[src/design/gpg_pkg.sv]
// shared constants and carrier types for the eight-bit port with pin mux
package gpg_pkg;

    localparam int          PIN_W          = 8;
    localparam int          ADDR_W         = 6;

    // byte offsets from the port base
    localparam logic [5:0]  OFF_DATA       = 6'h00;
    localparam logic [5:0]  OFF_OUT_EN     = 6'h04;
    localparam logic [5:0]  OFF_FSEL_B     = 6'h0C;
    localparam logic [5:0]  OFF_FSEL_C     = 6'h10;
    localparam logic [5:0]  OFF_FSEL_D     = 6'h14;
    localparam logic [5:0]  OFF_OPEN_DRAIN = 6'h28;
    localparam logic [5:0]  OFF_PULLUP     = 6'h2C;
    localparam logic [5:0]  OFF_IN_EN      = 6'h38;

    // implemented bits and reset values
    localparam logic [7:0]  MASK_FULL      = 8'hFF;
    localparam logic [7:0]  MASK_FSEL_C    = 8'hF7;
    localparam logic [7:0]  MASK_FSEL_D    = 8'h40;
    localparam logic [7:0]  RST_REG        = 8'h00;

    // alternate-function bit positions, select register b
    localparam int          POS_IRQ_ONE    = 7;
    localparam int          POS_SER3_CLK   = 6;
    localparam int          POS_SER3_RX    = 5;
    localparam int          POS_SER3_TX    = 4;
    localparam int          POS_IRQ_ZERO   = 3;
    localparam int          POS_BUS0_CLK   = 2;
    localparam int          POS_BUS0_SCL   = 1;
    localparam int          POS_BUS0_SDA   = 0;
    // select register c
    localparam int          POS_T9_B       = 7;
    localparam int          POS_T9_A       = 6;
    localparam int          POS_T8_B       = 5;
    localparam int          POS_T8_A       = 4;
    localparam int          POS_IRQ_EIGHT  = 2;
    localparam int          POS_T7_B       = 1;
    localparam int          POS_T7_A       = 0;
    // select register d
    localparam int          POS_SER3_CTS   = 6;

    localparam logic [1:0]  RESP_OKAY      = 2'h0;
    localparam logic [1:0]  RESP_SLVERR    = 2'h2;

    typedef struct packed {
        logic        read;
        logic        write;
        logic [5:0]  address;
        logic [31:0] writedata;
        logic [3:0]  byteenable;
    } gpg_avs_req_t;

    typedef struct packed {
        logic [31:0] readdata;
        logic        waitrequest;
        logic [1:0]  response;
    } gpg_avs_rsp_t;

    // drive side of the eight pads
    typedef struct packed {
        logic [7:0]  pinOut;
        logic [7:0]  pinOe;
        logic [7:0]  pullupOn;
        logic [7:0]  inBufOn;
    } gpg_pad_t;

    // outputs that peripherals offer to the pins
    typedef struct packed {
        logic        ser3ClkOut;
        logic        ser3ClkOe;
        logic        ser3TxOut;
        logic        bus0ClkOut;
        logic        bus0ClkOe;
        logic        bus0SclOut;
        logic        bus0SclOe;
        logic        bus0SdaOut;
        logic        bus0SdaOe;
    } gpg_alt_t;

    // pin levels handed to peripherals
    typedef struct packed {
        logic        extIrqOne;
        logic        extIrqZero;
        logic        extIrqEight;
        logic        ser3Clk;
        logic        ser3Rx;
        logic        ser3Cts;
        logic        bus0Clk;
        logic        bus0Scl;
        logic        bus0Sda;
        logic [5:0]  timerCapIn;
    } gpg_periph_t;

endpackage : gpg_pkg

[src/design/gpg_pin_mux.sv]
// output routing of the eight pads: general-purpose latch or peripheral
`timescale 1ns/100ps
module gpg_pin_mux (
    input  wire logic [7:0]     dataReg,
    input  wire logic [7:0]     outEnReg,
    input  wire logic [7:0]     openDrainReg,
    input  wire logic [7:0]     fselB,
    input  wire logic [7:0]     fselC,
    input  wire logic [7:0]     fselD,
    input  wire gpg_pkg::gpg_alt_t alt,
    output logic      [7:0]     pinOut,
    output logic      [7:0]     pinOe
);

    logic [7:0] altOut;
    logic [7:0] altOe;
    logic [7:0] anySel;

    always_comb begin
        altOut = 8'h00;
        altOe  = 8'h00;
        // input-only functions (irq, rx, cts, capture) leave the driver off
        altOut[gpg_pkg::POS_SER3_CLK] = alt.ser3ClkOut;
        altOe[gpg_pkg::POS_SER3_CLK]  = alt.ser3ClkOe;
        altOut[gpg_pkg::POS_SER3_TX]  = alt.ser3TxOut;
        altOe[gpg_pkg::POS_SER3_TX]   = 1'b1;
        altOut[gpg_pkg::POS_BUS0_CLK] = alt.bus0ClkOut;
        altOe[gpg_pkg::POS_BUS0_CLK]  = alt.bus0ClkOe;
        altOut[gpg_pkg::POS_BUS0_SCL] = alt.bus0SclOut;
        altOe[gpg_pkg::POS_BUS0_SCL]  = alt.bus0SclOe;
        altOut[gpg_pkg::POS_BUS0_SDA] = alt.bus0SdaOut;
        altOe[gpg_pkg::POS_BUS0_SDA]  = alt.bus0SdaOe;
        anySel = fselB | fselC | fselD;
        for (int i = 0; i < 8; i++) begin
            // several selects at once is undefined use; register b wins
            if (fselB[i]) begin
                pinOut[i] = altOut[i];
                pinOe[i]  = altOe[i] & ~(openDrainReg[i] & altOut[i]);
            end else if (anySel[i]) begin
                pinOut[i] = 1'b0;
                pinOe[i]  = 1'b0;
            end else begin
                pinOut[i] = dataReg[i];
                pinOe[i]  = outEnReg[i] & ~(openDrainReg[i] & dataReg[i]);
            end
        end
    end

endmodule : gpg_pin_mux

[src/design/gpg_port.sv]
// eight-bit general-purpose port with register bank and alternate-function mux
//
// Register access over Avalon-MM was chosen for this implementation.
`timescale 1ns/100ps
module gpg_port (
    input  wire logic                  clk,
    input  wire logic                  rst,
    input  wire gpg_pkg::gpg_avs_req_t avsReq,
    output logic                       avsWaitrequest,
    output logic [31:0]                avsReaddata,
    output logic [1:0]                 avsResponse,
    input  wire logic [7:0]            pinIn,
    output logic [7:0]                 pinOut,
    output logic [7:0]                 pinOe,
    output logic [7:0]                 pullupOn,
    output logic [7:0]                 inBufOn,
    input  wire logic                  stopMode,
    input  wire gpg_pkg::gpg_alt_t     altIn,
    output gpg_pkg::gpg_periph_t       periph
);

    ////////////////////////////////////////////////////////////////////////
    // state

    typedef struct packed {
        logic [7:0]           dataReg;
        logic [7:0]           outEnReg;
        logic [7:0]           fselB;
        logic [7:0]           fselC;
        logic [7:0]           fselD;
        logic [7:0]           openDrainReg;
        logic [7:0]           pullupReg;
        logic [7:0]           inEnReg;
        gpg_pkg::gpg_avs_rsp_t rsp;
        gpg_pkg::gpg_pad_t    pad;
        gpg_pkg::gpg_periph_t per;
    } gpg_state_t;

    gpg_state_t st_r;
    gpg_state_t st_nxt;

    logic [7:0] muxOut;
    logic [7:0] muxOe;
    logic [7:0] inGated;
    logic       busReq;
    logic       accept;
    logic       wrLane0;

    ////////////////////////////////////////////////////////////////////////
    // helpers

    // true for the eight documented offsets; everything else is unmapped
    function automatic logic isMapped(input logic [5:0] a);
        case (a)
            gpg_pkg::OFF_DATA,
            gpg_pkg::OFF_OUT_EN,
            gpg_pkg::OFF_FSEL_B,
            gpg_pkg::OFF_FSEL_C,
            gpg_pkg::OFF_FSEL_D,
            gpg_pkg::OFF_OPEN_DRAIN,
            gpg_pkg::OFF_PULLUP,
            gpg_pkg::OFF_IN_EN:     isMapped = 1'b1;
            default:                isMapped = 1'b0;
        endcase
    endfunction : isMapped

    // write update of one register, limited to its implemented bits
    function automatic logic [7:0] wrField(input logic [7:0] old, input logic [7:0] wd,
                                           input logic [7:0] mask, input logic hit);
        wrField = hit ? (wd & mask) : old;
    endfunction : wrField

    ////////////////////////////////////////////////////////////////////////
    // pad routing

    gpg_pin_mux u_mux (
        .dataReg      (st_r.dataReg),
        .outEnReg     (st_r.outEnReg),
        .openDrainReg (st_r.openDrainReg),
        .fselB        (st_r.fselB),
        .fselC        (st_r.fselC),
        .fselD        (st_r.fselD),
        .alt          (altIn),
        .pinOut       (muxOut),
        .pinOe        (muxOe)
    );

    assign inGated = pinIn & st_r.inEnReg;
    assign busReq  = avsReq.read | avsReq.write;
    // the request is served in the cycle after it is first seen
    assign accept  = busReq & ~st_r.rsp.waitrequest;
    assign wrLane0 = accept & avsReq.write & avsReq.byteenable[0];

    ////////////////////////////////////////////////////////////////////////
    // next state

    always_comb begin
        logic [7:0] rd;
        logic [5:0] a;
        rd     = 8'h00;
        a      = avsReq.address;
        st_nxt = st_r;

        // register writes take effect on the edge that sees waitrequest low
        st_nxt.dataReg      = wrField(st_r.dataReg, avsReq.writedata[7:0], gpg_pkg::MASK_FULL,
                                      wrLane0 && a == gpg_pkg::OFF_DATA);
        st_nxt.outEnReg     = wrField(st_r.outEnReg, avsReq.writedata[7:0], gpg_pkg::MASK_FULL,
                                      wrLane0 && a == gpg_pkg::OFF_OUT_EN);
        st_nxt.fselB        = wrField(st_r.fselB, avsReq.writedata[7:0], gpg_pkg::MASK_FULL,
                                      wrLane0 && a == gpg_pkg::OFF_FSEL_B);
        st_nxt.fselC        = wrField(st_r.fselC, avsReq.writedata[7:0], gpg_pkg::MASK_FSEL_C,
                                      wrLane0 && a == gpg_pkg::OFF_FSEL_C);
        st_nxt.fselD        = wrField(st_r.fselD, avsReq.writedata[7:0], gpg_pkg::MASK_FSEL_D,
                                      wrLane0 && a == gpg_pkg::OFF_FSEL_D);
        st_nxt.openDrainReg = wrField(st_r.openDrainReg, avsReq.writedata[7:0], gpg_pkg::MASK_FULL,
                                      wrLane0 && a == gpg_pkg::OFF_OPEN_DRAIN);
        st_nxt.pullupReg    = wrField(st_r.pullupReg, avsReq.writedata[7:0], gpg_pkg::MASK_FULL,
                                      wrLane0 && a == gpg_pkg::OFF_PULLUP);
        st_nxt.inEnReg      = wrField(st_r.inEnReg, avsReq.writedata[7:0], gpg_pkg::MASK_FULL,
                                      wrLane0 && a == gpg_pkg::OFF_IN_EN);

        // read mux; data offset returns the gated pin levels, not the latch
        case (a)
            gpg_pkg::OFF_DATA:       rd = inGated;
            gpg_pkg::OFF_OUT_EN:     rd = st_r.outEnReg;
            gpg_pkg::OFF_FSEL_B:     rd = st_r.fselB;
            gpg_pkg::OFF_FSEL_C:     rd = st_r.fselC;
            gpg_pkg::OFF_FSEL_D:     rd = st_r.fselD;
            gpg_pkg::OFF_OPEN_DRAIN: rd = st_r.openDrainReg;
            gpg_pkg::OFF_PULLUP:     rd = st_r.pullupReg;
            gpg_pkg::OFF_IN_EN:      rd = st_r.inEnReg;
            default:                 rd = 8'h00;
        endcase

        // one wait cycle, then one ready cycle per request
        st_nxt.rsp.waitrequest = ~(busReq & st_r.rsp.waitrequest);
        if (busReq && st_r.rsp.waitrequest) begin
            st_nxt.rsp.readdata = {24'h000000, avsReq.read ? rd : 8'h00};
            st_nxt.rsp.response = isMapped(a) ? gpg_pkg::RESP_OKAY : gpg_pkg::RESP_SLVERR;
        end

        // pads
        st_nxt.pad.pinOut   = muxOut;
        st_nxt.pad.pinOe    = muxOe;
        st_nxt.pad.pullupOn = st_r.pullupReg;
        st_nxt.pad.inBufOn  = st_r.inEnReg;

        // interrupts follow the input enable and stop mode, not the select
        st_nxt.per.extIrqOne   = inGated[gpg_pkg::POS_IRQ_ONE] & ~stopMode;
        st_nxt.per.extIrqZero  = inGated[gpg_pkg::POS_IRQ_ZERO] & ~stopMode;
        st_nxt.per.extIrqEight = inGated[gpg_pkg::POS_IRQ_EIGHT] & ~stopMode;

        // other inputs reach a peripheral only when its function is selected
        st_nxt.per.ser3Clk = inGated[gpg_pkg::POS_SER3_CLK] & st_r.fselB[gpg_pkg::POS_SER3_CLK];
        st_nxt.per.ser3Rx  = inGated[gpg_pkg::POS_SER3_RX] & st_r.fselB[gpg_pkg::POS_SER3_RX];
        st_nxt.per.ser3Cts = inGated[gpg_pkg::POS_SER3_CTS] & st_r.fselD[gpg_pkg::POS_SER3_CTS];
        st_nxt.per.bus0Clk = inGated[gpg_pkg::POS_BUS0_CLK] & st_r.fselB[gpg_pkg::POS_BUS0_CLK];
        st_nxt.per.bus0Scl = inGated[gpg_pkg::POS_BUS0_SCL] & st_r.fselB[gpg_pkg::POS_BUS0_SCL];
        st_nxt.per.bus0Sda = inGated[gpg_pkg::POS_BUS0_SDA] & st_r.fselB[gpg_pkg::POS_BUS0_SDA];
        st_nxt.per.timerCapIn = {inGated[gpg_pkg::POS_T9_B], inGated[gpg_pkg::POS_T9_A],
                                 inGated[gpg_pkg::POS_T8_B], inGated[gpg_pkg::POS_T8_A],
                                 inGated[gpg_pkg::POS_T7_B], inGated[gpg_pkg::POS_T7_A]}
                              & {st_r.fselC[gpg_pkg::POS_T9_B], st_r.fselC[gpg_pkg::POS_T9_A],
                                 st_r.fselC[gpg_pkg::POS_T8_B], st_r.fselC[gpg_pkg::POS_T8_A],
                                 st_r.fselC[gpg_pkg::POS_T7_B], st_r.fselC[gpg_pkg::POS_T7_A]};
    end

    ////////////////////////////////////////////////////////////////////////
    // registers

    always_ff @(posedge clk) begin
        if (rst) begin
            st_r                 <= '0;
            st_r.dataReg         <= gpg_pkg::RST_REG;
            st_r.outEnReg        <= gpg_pkg::RST_REG;
            st_r.fselB           <= gpg_pkg::RST_REG;
            st_r.fselC           <= gpg_pkg::RST_REG;
            st_r.fselD           <= gpg_pkg::RST_REG;
            st_r.pullupReg       <= gpg_pkg::RST_REG;
            st_r.inEnReg         <= gpg_pkg::RST_REG;
            st_r.rsp.waitrequest <= 1'b1;
            st_r.rsp.response    <= gpg_pkg::RESP_OKAY;
        end else begin
            st_r <= st_nxt;
        end
    end

    assign avsWaitrequest = st_r.rsp.waitrequest;
    assign avsReaddata    = st_r.rsp.readdata;
    assign avsResponse    = st_r.rsp.response;
    assign pinOut         = st_r.pad.pinOut;
    assign pinOe          = st_r.pad.pinOe;
    assign pullupOn       = st_r.pad.pullupOn;
    assign inBufOn        = st_r.pad.inBufOn;
    assign periph         = st_r.per;
endmodule : gpg_port

[config.mk]
export PLATFORM = sky130hd
export DESIGN_NAME = gpg_port
export DESIGN_NICKNAME = d
export VERILOG_FILES = /design/src/design/gpg_pkg.sv /design/src/design/gpg_pin_mux.sv /design/src/design/gpg_port.sv
export SDC_FILE = /design/constraint.sdc
export NUM_CORES = 1
export LEC_CHECK = 0
export BUFFER_PORTS_ARGS = -buffer_cell sky130_fd_sc_hd__clkbuf_2
export CAP_MARGIN = 25
export CORE_AREA = 2 2 116 118
export DETAILED_ROUTE_END_ITERATION = 10
export DIE_AREA = 0 0 118 120
export GPL_TIMING_DRIVEN = 0
export HOLD_SLACK_MARGIN = 0.12
export PLACE_DENSITY = 0.72
export SLEW_MARGIN = 20
export SYNTH_ARGS = -nofsm -noshare
export SYNTH_HDL_FRONTEND = slang
export SYNTH_SLANG_ARGS = --single-unit
[constraint.sdc]
create_clock -name clk -period 1.8 [get_ports clk]
set_input_delay 0.18 -clock clk [delete_from_list [all_inputs] [get_ports clk]]
set_output_delay 0.18 -clock clk [all_outputs]
set_load 0.05 [all_outputs]
Yosys cells after proc, flatten, opt, wreduce, memory -nomap -nowiden
Cells that the tools add are included.
{"block": "totals", "reg_bits": 114, "elab_cells": 136, "out_inout_bits": 82}
{"block": "op_classes", "n_eq_ne": 7, "muxes": 25, "bitwise": 59, "reduce_logical": 14}
{"operator": "case mux 8 bit (8 select lines)", "count": 1}
{"operator": "AND 1 bit", "count": 38}
{"operator": "2-to-1 mux 1 bit", "count": 22}
{"operator": "equality test 6 bit, second input constant", "count": 3}
{"operator": "NOT 1 bit", "count": 16}
{"operator": "equality test 6 x 5 -> 1 bit, second input constant", "count": 2}
{"operator": "logical AND 1 bit", "count": 9}
{"operator": "OR reduction 3 bit", "count": 3}
{"operator": "AND 8 bit", "count": 1}
{"operator": "2-to-1 mux 8 bit", "count": 1}
{"operator": "OR 8 x 7 -> 8 bit", "count": 1}
{"operator": "OR 8 bit", "count": 1}
{"operator": "OR reduction 8 bit", "count": 1}
{"operator": "AND 6 bit", "count": 1}
{"operator": "equality test 6 x 3 -> 1 bit, second input constant", "count": 1}
{"operator": "equality test 6 x 4 -> 1 bit, second input constant", "count": 1}
{"operator": "zero test 6 bit", "count": 1}
{"operator": "2-to-1 mux 2 bit", "count": 1}
{"operator": "OR 1 bit", "count": 1}

Depth between registers and ports, before layout
{"block": "depth", "word_depth": 5, "mapped_depth": 7, "depth_no_buf": 4}

By module
A second synthesis with hierarchy kept.
{"block": "hier_totals", "cells_unflattened": 579, "hier_area_um2": 5206.2}
{"module": "gpg_port", "seq_area_each_um2": 2262.2, "n_inst": 1, "area_per_inst_um2": 4907.2, "cells_per_inst": 528}
{"module": "gpg_pin_mux", "seq_area_each_um2": 0.0, "n_inst": 1, "area_per_inst_um2": 299.0, "cells_per_inst": 51}

Worst setup path after synthesis
No wires, ideal clock.
{"block": "synth_path", "path_kind": "register to register", "startpoint": "register st_r (netlist bit avsWaitrequest)", "endpoint": "register st_r[137] (netlist name)", "t_arrival_ns": 1.624, "n_path_buf": 1, "path_slack_ns": 0.048, "stages_incl_launch_ff": 6, "period_less_slack_ns": 1.752, "setup_time_ns": 0.128, "cell_sequence": "dfxtp_1 -> and3b_1 -> buf_1 -> nand3_2 -> mux2i_1 -> nor2_1"}
{"block": "synth_via", "elab_chain_cells": 5}
{"element": "start: declaration", "line": "gpg_port.sv:39", "source": "gpg_state_t st_r;"}
{"element": "start signal: assignment", "line": "gpg_port.sv:184", "source": "st_r <= st_nxt;"}
{"element": "NOT 1 bit", "line": "gpg_port.sv:91", "source": "assign accept = busReq & ~st_r.rsp.waitrequest;"}
{"element": "AND 1 bit", "line": "gpg_port.sv:91"}
{"element": "AND 1 bit (2 in a row)", "line": "gpg_port.sv:92", "source": "assign wrLane0 = accept & avsReq.write & avsReq.byteenable[0];"}
{"element": "logical AND 1 bit", "line": "gpg_port.sv:108", "source": "wrLane0 && a == gpg_pkg::OFF_OUT_EN);"}
No other way between the ends.
A chain may end at the register's enable or synchronous reset.

Worst setup path in the final report
{"block": "layout_path", "startpoint": "input port avsReq[37] (netlist name)", "endpoint": "register st_r[122] (netlist name)"}
{"block": "layout_via", "elab_chain_cells": 2}
{"element": "start: declaration", "line": "gpg_port.sv:8", "source": "input wire gpg_pkg::gpg_avs_req_t avsReq,"}
{"element": "equality test 6 x 4 -> 1 bit", "line": "gpg_port.sv:110", "source": "wrLane0 && a == gpg_pkg::OFF_FSEL_B);"}
{"element": "logical AND 1 bit", "line": "gpg_port.sv:110"}
No other way between the ends.

==> qor.txt <==
flop and latch count out of synthesis: 113
met2 routed WL: 6.00 mm
Cells after Synth: 544
sequential cell area: 2260 sq um
Startpoint Class: primary input
Max-cap violations: 0
Setup Slack @ Placement: -254 ps
I/O Pins: 146
FILL cells: 1205
global-route wire length before repair: 21.5 mm
synth unique cells: 50
Post-synth EDFFs: 0
Syn-to-layout area delta: 33.7%
cell area after layout: 6740 sq um
worst clock skew: 5.88 ps
CTS Buf Count: 17
Reg clk slew, reported paths: 50 ps
worst-path maximum fanout: 9
Critical Path RT: 2060 ps
FF-to-FF setup slack: 100 ps
met1 WL: 5.82 mm
PortBufs: 91
H-tree depth: 4
Placed Area: 5810 sq um
pwr/cell area: 995 nW/um^2
GRT Overall Usage: 19.6%
ant diodes: 0
final-report hold violation count: 0
die width: 118 um
DP HPWL: 9.29 mm
GPL Wtd Cong: 0.928
final setup fails: 0
clk buf depth: 2
Core Util, Final: 51.9%
DR vias/cell: 4.86
Setup crit end kind: flop
crit path DAT: 1970 ps
Hold WC Path Type: primary input to flop
# DRC: 0
nets: 768
mapped cell area: 5040 sq um
Final period util: 94.8%
Top Layer Used: met4
1st-iter DRT viols: 366
layout cell share with drive strength beyond 1: 32.3%
crit path kind: primary input to flop
sequential area share after synthesis: 44.9%
Max-slew headroom: 40.9%
Multi-input gate area: 2130 sq um
unrepaired setup endpoints after global routing: false
Initial DRT Pass Iterations: 5
Async SR Flop Fraction: 0%
CTS root buf: clkbuf_16
post-layout min period: 1710 ps
DR vias: 4338
core area: 13000 sq um
met3 wire len: 1.38 mm
Routed WL: 13.6 mm
fmax: 586 MHz
drt wl/cell: 15.2 um
vias in the first global route: 4065
syn avg cell area: 9.26 sq um
initial antenna violation count: 0
Starting Density: 38.8%
final worst slack: 93.1 ps
worst skew pair latency: 410 ps
status: completed
die span in y: 120 um
CTS tree: yes
Yosys warning count: 0
IR drop worst, VDD: 0.000634 V
num rows: 42
measured slew at the worst slew-check pin: 882 ps
largest net degree at the start of global routing: 17
Die ar.: 14200 sq um
Slew Limit Fails: 0
final setup TNS: 0 ps
P_leak: 0.00302 uW
GR Overflow Total: 0
antenna-violating nets left: 0
final hold slack: 151 ps
# clock sinks: 113
Top FF cell, synth: dfxtp_1
[metrics by stage]
stage          total power [uW]  instances
2_1_floorplan              2850        568
3_3_place_gp               2980        835
3_5_place_dp               2970        835
4_1_cts                    6730        891
5_1_grt                    6880        892
6_report                   6700        892
[cell type report]
cell class / count / share of cell area, %
clock buffers: 21 / 7.13
multi-input cells: 339 / 31.5
clock inverters: 10 / 2.67
flip-flops and latches: 113 / 33.6
repair buffers: 117 / 10.6
well taps: 176 / 3.27
inverters: 8 / 0.446
plain buffers: 108 / 10.8
[sequential cells by signal (all words and copies together), names as in the netlist]
signal,count
avsReaddata,8
avsResponse,1
avsWaitrequest,1
inBufOn,8
periph,15
pinOe,8
pinOut,8
pullupOn,8
st_nxt,16
st_r,40
[worst max-delay path, stage by stage]
cell and delay, ps:
clkbuf_2 150, nor3b_2 760, nand3_2 530, mux2i_1 280
nor2_1 60
[where the power goes]
group | total [uW] | internal [uW] | leakage, uW | switching (uW)
Clock | 3730 | 2590 | 0.000321 | 1140
Sequential | 2510 | 2510 | 0.000910 | 4.27
Combinational | 459 | 142 | 0.00179 | 317
[path summary, 6_finish.rpt]
check,from,end,cells after the start
max,avsReq[37],st_r[122]$_SDFFE_PP0P_,5
min,avsReq[9],st_r[119]$_SDFFE_PP0P_,3
max reg2reg,avsWaitrequest$_SDFF_PP1_,st_r[105]$_SDFFE_PP0P_,4
min reg2reg,st_r[141]$_SDFFE_PP0P_,pinOe[3]$_SDFF_PP0_,1
[layout by cell type, fill, tap and decap left out, types with 10 or more instances in the layout]
| master | count |
|---|---|
| conb_1 | 25 |
| clkbuf_2 | 91 |
| dlygate4sd3_1 | 25 |
| nor2_1 | 70 |
| dfxtp_1 | 113 |
| clkbuf_1 | 15 |
| nand3_1 | 27 |
| clkbuf_16 | 17 |
| buf_4 | 84 |
| a21oi_1 | 29 |
| a221oi_1 | 13 |
| mux2i_1 | 51 |
| nor2b_1 | 10 |
| nand2_1 | 29 |
| and3_1 | 17 |
[synthesized netlist by cell type (all sizes together) (2+ instances only)]
library cell / count / area (sq um)
a211oi: 2 / 15.0
a21o: 2 / 15.0
a21oi: 29 / 145
a221oi: 14 / 129
and2: 3 / 18.8
and3: 17 / 106
and3b: 3 / 26.3
buf: 93 / 669
clkbuf: 15 / 56.3
dfxtp: 113 / 2260
inv: 8 / 30.0
mux2i: 51 / 510
nand2: 29 / 109
nand3: 29 / 155
nand3b: 4 / 33.8
nand4: 2 / 12.5
nor2: 70 / 263
nor2b: 10 / 62.6
nor3: 9 / 77.6
nor3b: 6 / 55.1
nor4b: 2 / 17.5
o21ai: 2 / 10.0
o311a: 6 / 60.1
or3: 2 / 12.5
or3b: 7 / 61.3
[repair_timing]
action,CTS,global route
setup buffers,0,1
hold endpoints to repair,35,0
resized for setup,2,1
hold buffers,25,0
pin swaps,0,1
setup endpoints to repair,15,7
[per-layer routing]
metal	track usage [%]	vias up
met1	25.2	1965
met5	0	-
met3	5.61	30
li1	-	2102
met2	30.6	241
met4	9.04	0
[cells by family after synthesis]
group	after synthesis	share of synthesized area [%]
flops	113	44.9
mux	52	10.4
buf+inv	116	15.0
other cells	1	0.0744
compound gates	63	8.69
simple gates	199	21.0
Power figures use the tool's default switching activity.
